[config.mk]
export PLATFORM = sky130hd
export DESIGN_NAME = supply_state_and_irq_flags
export DESIGN_NICKNAME = d
export VERILOG_FILES = /design/src/design/supply_state_pkg.sv /design/src/design/supply_state_and_irq_flags.sv
export SDC_FILE = /design/constraint.sdc
export NUM_CORES = 1
export LEC_CHECK = 0
export BUFFER_PORTS_ARGS = -buffer_cell sky130_fd_sc_hd__buf_2
export CORE_MARGIN = 4
export CORE_UTILIZATION = 40
export DETAILED_ROUTE_END_ITERATION = 16
export SLEW_MARGIN = 10
export SYNTH_ARGS = -nofsm -noshare
export SYNTH_HDL_FRONTEND = slang
export SYNTH_SLANG_ARGS = --single-unit
[constraint.sdc]
create_clock -name clk -period 3.2 [get_ports clk]
set_input_delay 0.64 -clock clk [delete_from_list [all_inputs] [get_ports clk]]
set_output_delay 0.64 -clock clk [all_outputs]
set_load 0.005 [all_outputs]
[src/design/supply_state_pkg.sv]
// Constants, register map and state encodings for the supply state and flag block
package supply_state_pkg;

  // ----------------------------------------------------------------
  // Register offsets
  // ----------------------------------------------------------------
  localparam logic [7:0] ADDR_STATUS = 8'h0F;
  localparam logic [7:0] ADDR_CONTROL = 8'h10;
  localparam logic [7:0] ADDR_IRQ_MASK = 8'h12;
  localparam logic [7:0] ADDR_OSC_CONTROL = 8'h1C;
  localparam logic [7:0] ADDR_OSC_STATUS = 8'h1D;
  localparam logic [7:0] ADDR_THRESHOLD = 8'h21;
  localparam logic [7:0] ADDR_IO_BACKUP = 8'h27;
  localparam logic [7:0] ADDR_ANALOG_STATUS = 8'h2F;

  // ----------------------------------------------------------------
  // Status register fields
  // ----------------------------------------------------------------
  localparam int STS_ON_BACKUP = 7;
  localparam int STS_WATCHDOG = 5;
  localparam int STS_CELL_LOW = 4;
  localparam int STS_COUNTDOWN = 3;
  localparam int STS_ALARM = 2;
  localparam int STS_EXTERNAL = 1;

  // Control, mask, oscillator, threshold, backup I/O and analog status fields
  localparam int CTL_CLEAR_ON_READ = 2;
  localparam int CTL_POLARITY = 5;
  localparam int MSK_CELL_LOW = 2;
  localparam int MSK_XTAL_FAIL = 1;
  localparam int MSK_AUTOCAL_FAIL = 0;
  localparam int OSC_SELECT_RC = 7;
  localparam int OSC_MODE_HI = 6;
  localparam int OSC_MODE_LO = 5;
  localparam int OSC_RC_ON_BACKUP = 4;
  localparam int OSC_RC_ON_XT_FAIL = 3;
  localparam int OST_XTAL_FAIL = 1;
  localparam int OST_AUTOCAL_FAIL = 0;
  localparam int THR_HI = 7;
  localparam int THR_LO = 4;
  localparam int IOB_SERIAL_ON_BACKUP = 7;
  localparam int ANS_ABOVE = 3;

  // ----------------------------------------------------------------
  // Reset values
  // ----------------------------------------------------------------
  localparam logic [7:0] RST_CONTROL = 8'h00;
  localparam logic [7:0] RST_IRQ_MASK = 8'h00;
  localparam logic [7:0] RST_OSC_CONTROL = 8'h00;
  localparam logic [3:0] RST_THRESHOLD = 4'hF;
  localparam logic RST_SERIAL_ON_BACKUP = 1'b1;
  localparam logic RST_XTAL_FAIL = 1'b1;

  // ----------------------------------------------------------------
  // Power states
  // ----------------------------------------------------------------
  typedef enum logic [1:0] {
    PWR_POR = 2'h0,
    PWR_MAIN = 2'h1,
    PWR_BACKUP = 2'h2
  } power_state_t;

endpackage

[src/design/supply_state_and_irq_flags.sv]
// Power state machine, oscillator steering and interrupt flag servicing
// How it works
// Clear-on-read status read returns then clears flags
// Events near clearing read are never lost
// Writing zero clears a flag
// Software rereads status until all zero
// Oscillator flags untouched by clear-on-read
// Autocal failure raises enabled interrupt
// Power-on state holds registers at reset
// Main above start enters main state
// Main below reset without backup: reset
// Backup alone never leaves power-on state
// Backup crossing only arms switchover
// Main below switch-fall, backup good: backup
// Main above switch-rise returns to main
// Backup below reset level: power-on state
// Entering backup sets read-only backup flag
// Backup state forces RC when enabled
// Crystal failure forces RC when enabled
// Serial accesses ignored on backup unless allowed
// Polarity picks falling or rising crossing
// Cell-low interrupt when flag and enable
// Above-threshold bit with hysteresis
// Software settles, clears flag, checks level
// Software reset after power up advised
// Level interrupts stay until flag cleared
// Comparators synchronised, changes on clock edge
`timescale 1ns/1ns
module supply_state_and_irq_flags #(
  parameter int ADDR_W = 8,
  parameter int DATA_W = 8
) (
  input wire logic clk,
  input wire logic reset,
  input wire logic [ADDR_W-1:0] addr,
  input wire logic [DATA_W-1:0] wdata,
  input wire logic wr,
  input wire logic rd,
  output logic [DATA_W-1:0] rdata,
  input wire logic main_above_start_level,
  input wire logic main_below_reset_level,
  input wire logic main_below_switch_fall_level,
  input wire logic main_above_switch_rise_level,
  input wire logic backup_above_switch_level,
  input wire logic backup_below_reset_level,
  input wire logic backup_above_rise_threshold,
  input wire logic backup_below_fall_threshold,
  input wire logic watchdog_event,
  input wire logic countdown_event,
  input wire logic alarm_event,
  input wire logic external_event,
  input wire logic xtal_fail_event,
  input wire logic autocal_fail_event,
  output logic [1:0] power_state,
  output logic hold_in_reset,
  output logic on_backup_supply_flag,
  output logic use_rc_osc,
  output logic [1:0] autocal_mode,
  output logic serial_enable,
  output logic [3:0] backup_threshold_select,
  output logic backup_above_threshold,
  output logic cell_low_irq,
  output logic xtal_fail_irq,
  output logic autocal_fail_irq
);

  // ----------------------------------------------------------------
  // Parameter checks
  // ----------------------------------------------------------------
  generate
    if (ADDR_W != 8 || DATA_W != 8) begin : g_bad_width
      $error("supply_state_and_irq_flags needs 8-bit address and data");
    end
  endgenerate

  // ----------------------------------------------------------------
  // Comparator synchronisers
  // ----------------------------------------------------------------
  localparam int NUM_CMP = 8;
  logic [NUM_CMP-1:0] cmp_raw;
  logic [NUM_CMP-1:0] cmp_meta;
  logic [NUM_CMP-1:0] cmp_sync;

  assign cmp_raw = {backup_below_fall_threshold, backup_above_rise_threshold,
                    backup_below_reset_level, backup_above_switch_level,
                    main_above_switch_rise_level, main_below_switch_fall_level,
                    main_below_reset_level, main_above_start_level};

  // Two-stage comparator sync
  genvar gi;
  generate
    for (gi = 0; gi < NUM_CMP; gi++) begin : g_sync
      always_ff @(posedge clk or posedge reset) begin
        if (reset) begin
          cmp_meta[gi] <= 1'b0;
          cmp_sync[gi] <= 1'b0;
        end else begin
          cmp_meta[gi] <= cmp_raw[gi];
          cmp_sync[gi] <= cmp_meta[gi];
        end
      end
    end
  endgenerate

  logic main_start, main_low, main_fall, main_rise;
  logic backup_ok, backup_low, above_rise, below_fall;

  assign {below_fall, above_rise, backup_low, backup_ok,
          main_rise, main_fall, main_low, main_start} = cmp_sync;

  // ----------------------------------------------------------------
  // Power state machine
  // ----------------------------------------------------------------
  supply_state_pkg::power_state_t state;
  supply_state_pkg::power_state_t next_state;

  always_comb begin
    next_state = state;
    unique case (state)
      supply_state_pkg::PWR_POR: begin
        // Start on main supply
        // Backup alone keeps reset
        if (main_start) begin
          next_state = supply_state_pkg::PWR_MAIN;
        end
      end
      supply_state_pkg::PWR_MAIN: begin
        // Switch to backup supply
        // Backup crossing only arms
        if (main_fall && backup_ok) begin
          next_state = supply_state_pkg::PWR_BACKUP;
        // Main collapse without backup
        end else if (main_low && !backup_ok) begin
          next_state = supply_state_pkg::PWR_POR;
        end
      end
      supply_state_pkg::PWR_BACKUP: begin
        // Return on switch-rise
        if (main_rise) begin
          next_state = supply_state_pkg::PWR_MAIN;
        // Backup exhausted
        end else if (backup_low) begin
          next_state = supply_state_pkg::PWR_POR;
        end
      end
      default: begin
        next_state = supply_state_pkg::PWR_POR;
      end
    endcase
  end

  // State changes on clock edge
  always_ff @(posedge clk or posedge reset) begin
    if (reset) begin
      state <= supply_state_pkg::PWR_POR;
    end else begin
      state <= next_state;
    end
  end

  logic in_por, in_backup;
  assign in_por = (state == supply_state_pkg::PWR_POR);
  assign in_backup = (state == supply_state_pkg::PWR_BACKUP);
  assign power_state = state;
  assign hold_in_reset = in_por;
  // Backup flag follows state
  assign on_backup_supply_flag = in_backup;

  // ----------------------------------------------------------------
  // Register access decode
  // ----------------------------------------------------------------
  logic [7:0] control;
  logic [7:0] irq_mask;
  logic [7:0] osc_control;
  logic [3:0] threshold;
  logic serial_on_backup;

  // Gate serial accesses on backup
  assign serial_enable = !in_por && !(in_backup && !serial_on_backup);

  function automatic logic hit(input logic strobe, input logic [7:0] a, input logic [7:0] off);
    hit = strobe && serial_enable && (a == off);
  endfunction

  logic wr_status, rd_status, wr_osc_status;
  assign wr_status = hit(wr, addr, supply_state_pkg::ADDR_STATUS);
  assign rd_status = hit(rd, addr, supply_state_pkg::ADDR_STATUS);
  assign wr_osc_status = hit(wr, addr, supply_state_pkg::ADDR_OSC_STATUS);

  // ----------------------------------------------------------------
  // Configuration registers
  // ----------------------------------------------------------------
  // Held at reset values in power-on state
  always_ff @(posedge clk or posedge reset) begin
    if (reset) begin
      control <= supply_state_pkg::RST_CONTROL;
      irq_mask <= supply_state_pkg::RST_IRQ_MASK;
      osc_control <= supply_state_pkg::RST_OSC_CONTROL;
      threshold <= supply_state_pkg::RST_THRESHOLD;
      serial_on_backup <= supply_state_pkg::RST_SERIAL_ON_BACKUP;
    end else if (in_por) begin
      control <= supply_state_pkg::RST_CONTROL;
      irq_mask <= supply_state_pkg::RST_IRQ_MASK;
      osc_control <= supply_state_pkg::RST_OSC_CONTROL;
      threshold <= supply_state_pkg::RST_THRESHOLD;
      serial_on_backup <= supply_state_pkg::RST_SERIAL_ON_BACKUP;
    end else begin
      if (hit(wr, addr, supply_state_pkg::ADDR_CONTROL)) begin
        control <= wdata;
      end
      if (hit(wr, addr, supply_state_pkg::ADDR_IRQ_MASK)) begin
        irq_mask <= wdata;
      end
      if (hit(wr, addr, supply_state_pkg::ADDR_OSC_CONTROL)) begin
        osc_control <= wdata;
      end
      if (hit(wr, addr, supply_state_pkg::ADDR_THRESHOLD)) begin
        threshold <= wdata[supply_state_pkg::THR_HI:supply_state_pkg::THR_LO];
      end
      if (hit(wr, addr, supply_state_pkg::ADDR_IO_BACKUP)) begin
        serial_on_backup <= wdata[supply_state_pkg::IOB_SERIAL_ON_BACKUP];
      end
    end
  end

  assign backup_threshold_select = threshold;

  // ----------------------------------------------------------------
  // Backup comparator hysteresis and cell-low crossing
  // ----------------------------------------------------------------
  logic above_thr;
  logic polarity;
  logic cell_low_event;
  assign polarity = control[supply_state_pkg::CTL_POLARITY];

  // Hysteresis on above-threshold bit
  always_ff @(posedge clk or posedge reset) begin
    if (reset) begin
      above_thr <= 1'b0;
    end else if (in_por) begin
      above_thr <= 1'b0;
    end else if (above_rise) begin
      above_thr <= 1'b1;
    end else if (below_fall) begin
      above_thr <= 1'b0;
    end
  end

  assign backup_above_threshold = above_thr;
  // Crossing direction by polarity
  assign cell_low_event = polarity ? (!above_thr && above_rise) : (above_thr && below_fall);

  // ----------------------------------------------------------------
  // Main status flags
  // ----------------------------------------------------------------
  localparam int NUM_FLAGS = 5;
  localparam int FLAG_POS [NUM_FLAGS] = '{supply_state_pkg::STS_WATCHDOG,
                                          supply_state_pkg::STS_CELL_LOW,
                                          supply_state_pkg::STS_COUNTDOWN,
                                          supply_state_pkg::STS_ALARM,
                                          supply_state_pkg::STS_EXTERNAL};
  logic [NUM_FLAGS-1:0] flags;
  logic [NUM_FLAGS-1:0] flag_event;
  logic clear_on_read;

  // Bit i pairs with FLAG_POS[i]
  assign flag_event = {external_event, alarm_event, countdown_event, cell_low_event,
                       watchdog_event};
  assign clear_on_read = control[supply_state_pkg::CTL_CLEAR_ON_READ];

  generate
    for (gi = 0; gi < NUM_FLAGS; gi++) begin : g_flag
      always_ff @(posedge clk or posedge reset) begin
        if (reset) begin
          flags[gi] <= 1'b0;
        end else if (in_por) begin
          flags[gi] <= 1'b0;
        // Set wins over clear
        end else if (flag_event[gi]) begin
          flags[gi] <= 1'b1;
        // Clear after returning value
        end else if (rd_status && clear_on_read) begin
          flags[gi] <= 1'b0;
        // Write zero clears
        end else if (wr_status && !wdata[FLAG_POS[gi]]) begin
          flags[gi] <= 1'b0;
        end
      end
    end
  endgenerate

  // ----------------------------------------------------------------
  // Oscillator status flags
  // ----------------------------------------------------------------
  logic xtal_fail_flag;
  logic autocal_fail_flag;
  logic xt_fail_switched;

  // Cleared by direct write, never by clear-on-read
  always_ff @(posedge clk or posedge reset) begin
    if (reset) begin
      xtal_fail_flag <= supply_state_pkg::RST_XTAL_FAIL;
      autocal_fail_flag <= 1'b0;
    end else if (in_por) begin
      xtal_fail_flag <= supply_state_pkg::RST_XTAL_FAIL;
      autocal_fail_flag <= 1'b0;
    end else begin
      if (xtal_fail_event) begin
        xtal_fail_flag <= 1'b1;
      end else if (wr_osc_status && !wdata[supply_state_pkg::OST_XTAL_FAIL]) begin
        xtal_fail_flag <= 1'b0;
      end
      if (autocal_fail_event) begin
        autocal_fail_flag <= 1'b1;
      end else if (wr_osc_status && !wdata[supply_state_pkg::OST_AUTOCAL_FAIL]) begin
        autocal_fail_flag <= 1'b0;
      end
    end
  end

  // Crystal failure latches RC
  always_ff @(posedge clk or posedge reset) begin
    if (reset) begin
      xt_fail_switched <= 1'b0;
    end else if (in_por) begin
      xt_fail_switched <= 1'b0;
    end else if (xtal_fail_event && osc_control[supply_state_pkg::OSC_RC_ON_XT_FAIL]) begin
      xt_fail_switched <= 1'b1;
    end else if (!xtal_fail_flag) begin
      xt_fail_switched <= 1'b0;
    end
  end

  // RC forced on backup
  assign use_rc_osc = osc_control[supply_state_pkg::OSC_SELECT_RC] || xt_fail_switched ||
                      (in_backup && osc_control[supply_state_pkg::OSC_RC_ON_BACKUP]);
  assign autocal_mode = osc_control[supply_state_pkg::OSC_MODE_HI:supply_state_pkg::OSC_MODE_LO];

  // ----------------------------------------------------------------
  // Level interrupts
  // ----------------------------------------------------------------
  // Cell-low interrupt
  // Level until flag cleared
  assign cell_low_irq = flags[1] && irq_mask[supply_state_pkg::MSK_CELL_LOW];
  assign xtal_fail_irq = xtal_fail_flag && irq_mask[supply_state_pkg::MSK_XTAL_FAIL];
  // Autocal failure interrupt
  assign autocal_fail_irq = autocal_fail_flag && irq_mask[supply_state_pkg::MSK_AUTOCAL_FAIL];

  // ----------------------------------------------------------------
  // Read data
  // ----------------------------------------------------------------
  logic [7:0] next_rdata;
  logic [7:0] status_word;

  always_comb begin
    status_word = 8'h00;
    status_word[supply_state_pkg::STS_ON_BACKUP] = in_backup;
    for (int i = 0; i < NUM_FLAGS; i++) begin
      status_word[FLAG_POS[i]] = flags[i];
    end
  end

  always_comb begin
    next_rdata = 8'h00;
    if (rd && serial_enable) begin
      unique case (addr)
        supply_state_pkg::ADDR_STATUS: next_rdata = status_word;
        supply_state_pkg::ADDR_CONTROL: next_rdata = control;
        supply_state_pkg::ADDR_IRQ_MASK: next_rdata = irq_mask;
        supply_state_pkg::ADDR_OSC_CONTROL: next_rdata = osc_control;
        supply_state_pkg::ADDR_OSC_STATUS: begin
          next_rdata[supply_state_pkg::OST_XTAL_FAIL] = xtal_fail_flag;
          next_rdata[supply_state_pkg::OST_AUTOCAL_FAIL] = autocal_fail_flag;
        end
        supply_state_pkg::ADDR_THRESHOLD: begin
          next_rdata[supply_state_pkg::THR_HI:supply_state_pkg::THR_LO] = threshold;
        end
        supply_state_pkg::ADDR_IO_BACKUP: begin
          next_rdata[supply_state_pkg::IOB_SERIAL_ON_BACKUP] = serial_on_backup;
        end
        supply_state_pkg::ADDR_ANALOG_STATUS: begin
          next_rdata[supply_state_pkg::ANS_ABOVE] = above_thr;
        end
        default: next_rdata = 8'h00;
      endcase
    end
  end

  // Data appears only in the cycle after the read strobe
  always_ff @(posedge clk or posedge reset) begin
    if (reset) begin
      rdata <= 8'h00;
    end else begin
      rdata <= next_rdata;
    end
  end

endmodule

# Yosys cells after proc, flatten, opt, wreduce, memory -nomap -nowiden
# Cells that the tools add are included.
# classes
mux	55
eq_ne	14
n_reduce_logical	57
# ops
cell	count
two-way mux 8 bit	7
two-way mux 1 bit	35
equality test 8 x 5 -> 1 bit, second input constant	4
logical AND 1 bit	29
equality test 8 x 6 -> 1 bit, second input constant	3
nonzero test 4 bit	5
one-hot mux 3 bit (5 select lines)	1
logical NOT 1 bit	11
two-way mux 2 bit	5
one-hot mux 2 bit (5 select lines)	1
nonzero test 2 bit	5
nonzero test 3 bit	3
equality test 8 x 4 -> 1 bit, second input constant	1
two-way mux 4 bit	2
!= test 3 bit, second input constant	2
one-hot mux 1 bit (6 select lines)	1
one-hot mux 2 bit (3 select lines)	1
one-hot mux 1 bit (5 select lines)	1
one-hot mux 1 bit (4 select lines)	1
!= test 3 x 2 -> 1 bit, second input constant	1
AND reduction 3 bit	1
equality test 2 x 1 -> 1 bit, second input constant	1
equality test 2 bit, second input constant	1
logical NOT 2 bit	1
2 further kinds	3
# totals
input_bits	34
out_inout_bits	24
ff_bits	64

# Longest topological paths before layout
# depth
depth_word	11
depth_mapped	7
depth_no_buf	5

# Worst setup path after synthesis
# No wires, ideal clock.
# synth_timing
path_kind	input-to-reg
from	input port addr[0]
to	register irq_mask[7]
required_time_ns	3.080
arrival_time_ns	2.169
path_stages	6
slack_ns	0.911
path_buffers	2
cell_sequence	clkbuf_1 -> or3_1 -> buf_2 -> nor4_4 -> mux2i_1 -> nor2_2
# synth_between
elab_chain_cells	3
# synth_rtl
element	line	source
from (decl)	supply_state_and_irq_flags.sv:35	input wire logic [ADDR_W-1:0] addr,
equality test 8 x 5 -> 1 bit	supply_state_and_irq_flags.sv:182	hit = strobe && serial_enable && (a == off);
logical AND 1 bit	supply_state_and_irq_flags.sv:182	
nonzero test 2 bit (no line)	-	
to (signal assigned)	supply_state_and_irq_flags.sv:197	irq_mask <= supply_state_pkg::RST_IRQ_MASK;
to (signal assigned)	supply_state_and_irq_flags.sv:203	irq_mask <= supply_state_pkg::RST_IRQ_MASK;
to (signal assigned)	supply_state_and_irq_flags.sv:212	irq_mask <= wdata;
to (decl)	supply_state_and_irq_flags.sv:173	logic [7:0] irq_mask;
# Every way passes these cells.
# A chain may end at the register's enable or synchronous reset.

# Final worst setup path
# layout_timing
from	register state[1], in the netlist power_state[1]
to	output port serial_enable
# layout_between
elab_chain_cells	4
elab_cells_between_ends	6
cone_classes	1 x eq/ne; 5 x reduce/logical
# layout_rtl
element	line	source
from (decl)	supply_state_and_irq_flags.sv:114	supply_state_pkg::power_state_t state;
from (signal assigned)	supply_state_and_irq_flags.sv:155	state <= supply_state_pkg::PWR_POR;
from (signal assigned)	supply_state_and_irq_flags.sv:157	state <= next_state;
equality test 2 bit	supply_state_and_irq_flags.sv:163	assign in_backup = (state == supply_state_pkg::PWR_BACKUP);
logical AND 1 bit	supply_state_and_irq_flags.sv:179	assign serial_enable = !in_por && !(in_backup && !serial_on_backup);
logical NOT 1 bit	supply_state_and_irq_flags.sv:179	
logical AND 1 bit *	supply_state_and_irq_flags.sv:179	
to (decl)	supply_state_and_irq_flags.sv:59	output logic serial_enable,
# Every way passes the cells marked *; elsewhere a longest branch is shown, timed or not.

==> out/metrics.cfg <==
[outcome]
status = completed

[timing]
report.final.setup_viol = 0
fin_setup_tns_ps = 0
hold_viol = 0
clock.fmax_mhz = 437
worstMarginPinSlew_ps = 801
final_min_period_over_clock_period = 0.714
final.min_clock_period_ps = 2290
grt_setup_unrepaired = false
finClkSkew_ps = 11.1
timing.final.max_slew_violations = 0
worst_slew_margin_rel = 0.466

[drt]
final_antenna_net_count = 0
wl_per_cell_um = 16.8
detailedRoute.firstIterationViolations = 117
drt_pass_1_iters = 5
avg_vias_per_cell = 5.30
detail_route.wirelength_um = 7070
detail_route.drc_violations = 0
via_count = 2228

[placement]
gp_routability_congestion = 0.915
dp_hpwl_um = 4940
port_buffers = 57
detailed_place.area_um2 = 3250

[final_layout]
fin_nets = 353
drive_above_1_share = 0.287
area_delta_synth_final_pct = 19.7
fillers = 643
antenna_cells_inserted = 0
design_area_um2 = 3410

[grt]
grt_antenna_before_repair = 0
first_global_vias = 2238
global_route.usage.total = 0.176
grt_pass1_wl_um = 11400
pin_count_of_the_biggest_net_entering_global_routing = 65
grt_overflow_total = 0

[setup_path]
crit-reg2reg-launch = power_state[1]
crit_start = power_state[1]
path_buf_inv = 2
crit_path_max_incr_delay_ps = 460
path_cells = a21oi_1 > inv_1 > buf_2
required_ps = 2560
worst_setup_path_end_kind = output port
worst_ep_arrival_time_ps = 1650
setup_cp_type = reg -> out
cpMaxStageDelayCell = sky130_fd_sc_hd__a21oi_1
flop2flop_setup_slack_ps = 1060
crit-reg2reg-capture = flags[1]
start_kind = flip-flop
ff2ff_path_depth = 5
worst_path_dominant_cell_family = compound AO/OA/AOI/OAI gates
worst-path-max-fanout = 7

[floorplanning]
dieArea_um2 = 8540
count_of_pins_on_the_block_boundary = 58
floorplan.initialDensity = 0.415
coreArea_um2 = 6870
placementRows = 30
die-height_um = 92.4
dieWidth_um = 92.4

[synth]
syn_avg_cell_area_um2 = 11.1
synth_top_cell_by_area = sky130_fd_sc_hd__dfrtp_1
ys_seq_elements = 64
synthArstFlopShare = 1.00
ys_top_cells_by_area = sky130_fd_sc_hd__dfrtp_1 (51%), sky130_fd_sc_hd__mux2i_1 (11%), sky130_fd_sc_hd__dfstp_2 (5.5%), sky130_fd_sc_hd__nor2_1 (3.3%), sky130_fd_sc_hd__nand3_1 (3.2%)
yosys_most_used_dff = sky130_fd_sc_hd__dfrtp_1
post_synth_inst_count = 258
ys_warn_count = 0
number_of_flops_mapped_to_enable_cells_by_yosys = 0
synth.top_cell.area_share = 0.509
syn-num-nets = 292
synth.distinct_cells = 39
yosysSeqAreaShare = 0.564
synthesis.area_um2 = 2850

[min_path]
min_from = cmp_meta[1]
hold_path.class = reg -> reg
hold_path_depth = 0
min_delay_worst_endpoint = main_low

[clock_network]
h-tree-depth = 3
insertion_delay_ps = 340
cts_root_buffer = sky130_fd_sc_hd__clkbuf_8
clk_pin_slew_ps = 60
cts.path.max_buffers = 2
postCtsSetupBuffers = 0
sink_count_of_the_clock_tree = 64
cts_inserted_buffers = 9
post_cts_sizing_count = 0
cts_hold_buffers = 0
cts_tree = done

[power]
power_density_nw_per_um2 = 496
max-vdd-ir-drop_uv = 239
static-leakage-power_nw = 1.55

[run]
drv_cap = 0

## per-layer routing
metal,vias up,share of wire,global-route usage
met1,1064,0.46,0.231
met4,0,0.021,0.0928
met2,88,0.46,0.265
met3,15,0.059,0.0455
met5,-,0,0
li1,1061,-,-
## cell type report
type	count	area (µm²)	area share
clock buffers	12	145	0.0425
clock inverters	4	20.0	0.00587
flip-flops and latches	64	1610	0.471
well taps	96	120	0.0352
multi-input cells	173	1150	0.337
inverters	6	22.5	0.00660
repair buffers	65	345	0.101
## placed cells by master, fill, tap and decap left out, types with 3 or more instances in the layout
| cell | n |
|---|---|
| sky130_fd_sc_hd__o2bb2ai_1 | 7 |
| sky130_fd_sc_hd__o21ai_0 | 15 |
| sky130_fd_sc_hd__nor2_1 | 25 |
| sky130_fd_sc_hd__mux2i_1 | 30 |
| sky130_fd_sc_hd__nand3_1 | 18 |
| sky130_fd_sc_hd__a22oi_1 | 4 |
| sky130_fd_sc_hd__buf_4 | 8 |
| sky130_fd_sc_hd__dfrtp_1 | 58 |
| sky130_fd_sc_hd__buf_2 | 57 |
| sky130_fd_sc_hd__and2_1 | 5 |
| sky130_fd_sc_hd__inv_1 | 5 |
| sky130_fd_sc_hd__nand4_1 | 4 |
| sky130_fd_sc_hd__a32oi_1 | 3 |
| sky130_fd_sc_hd__a32o_1 | 5 |
| sky130_fd_sc_hd__a21oi_1 | 7 |
| sky130_fd_sc_hd__dfstp_2 | 6 |
| sky130_fd_sc_hd__clkinv_2 | 4 |
| sky130_fd_sc_hd__nand2_1 | 17 |
| sky130_fd_sc_hd__clkbuf_8 | 10 |
| sky130_fd_sc_hd__or3_1 | 7 |
## kinds of logic after synthesis
| kind of cell | Yosys count | share of synthesized area |
|---|---|---|
| AND/OR/NAND/NOR | 96 | 0.185 |
| flip-flops | 64 | 0.564 |
| AO/OA/AOI/OAI | 47 | 0.113 |
| multiplexers | 30 | 0.105 |
| buffers and inverters | 21 | 0.0320 |
## cell usage after synthesis (2+ instances only)
library cell	n
sky130_fd_sc_hd__nand3b_1	2
sky130_fd_sc_hd__clkbuf_1	7
sky130_fd_sc_hd__dfrtp_1	58
sky130_fd_sc_hd__buf_4	2
sky130_fd_sc_hd__o2bb2ai_1	7
sky130_fd_sc_hd__a32oi_1	3
sky130_fd_sc_hd__inv_1	6
sky130_fd_sc_hd__nor4_4	2
sky130_fd_sc_hd__a21oi_1	7
sky130_fd_sc_hd__a32o_1	5
sky130_fd_sc_hd__nand4_1	4
sky130_fd_sc_hd__mux2i_1	30
sky130_fd_sc_hd__nor3_1	2
sky130_fd_sc_hd__buf_2	4
sky130_fd_sc_hd__a22oi_1	4
sky130_fd_sc_hd__or2_2	2
sky130_fd_sc_hd__o21ai_0	15
sky130_fd_sc_hd__o22ai_1	2
sky130_fd_sc_hd__and2_1	5
sky130_fd_sc_hd__nand2_1	17
sky130_fd_sc_hd__dfstp_2	6
sky130_fd_sc_hd__nor2_1	25
sky130_fd_sc_hd__nor2b_1	2
sky130_fd_sc_hd__o41ai_1	2
sky130_fd_sc_hd__or3_1	7
sky130_fd_sc_hd__nand3_1	18
sky130_fd_sc_hd__buf_1	2
## how the worst max path moves through the flow
stage                          endpoint  slack, ps  cells after the start
after floorplan             irq_mask[7]        910                      6
after global placement      irq_mask[7]        600                      5
after detailed placement    irq_mask[7]        570                      5
after CTS                 serial_enable        880                      3
after global routing      serial_enable        770                      3
final                     serial_enable        910                      3
## power breakdown
| part | switching [mW] | leakage, nW | total (mW) | internal [mW] |
|---|---|---|---|---|
| Clock | 0.295 | 0.0899 | 0.592 | 0.297 |
| Combinational | 0.147 | 0.634 | 0.222 | 0.0747 |
| Sequential | 0.0296 | 0.823 | 0.878 | 0.848 |
## per-stage QoR
stage	setup WS [ps]	util	std cells	hold WS, ps	power, mW
after CTS	882	0.497	420	351	1.71
after global routing	772	0.497	420	358	1.78
final	914	0.497	420	347	1.69
after detailed placement	569	0.473	404	337	1.12
after floorplan	911	-	258	331	1.02
after global placement	600	0.473	404	332	1.11
## sequential cells by signal, summed over array words and instances (netlist names), 2 cells and up
name	flops
control	8
cmp_meta	8
rdata	8
power_state	2
flags	5
osc_control	8
backup_threshold_select	4
irq_mask	8
No activity file was read; power rests on OpenSTA's default activity.
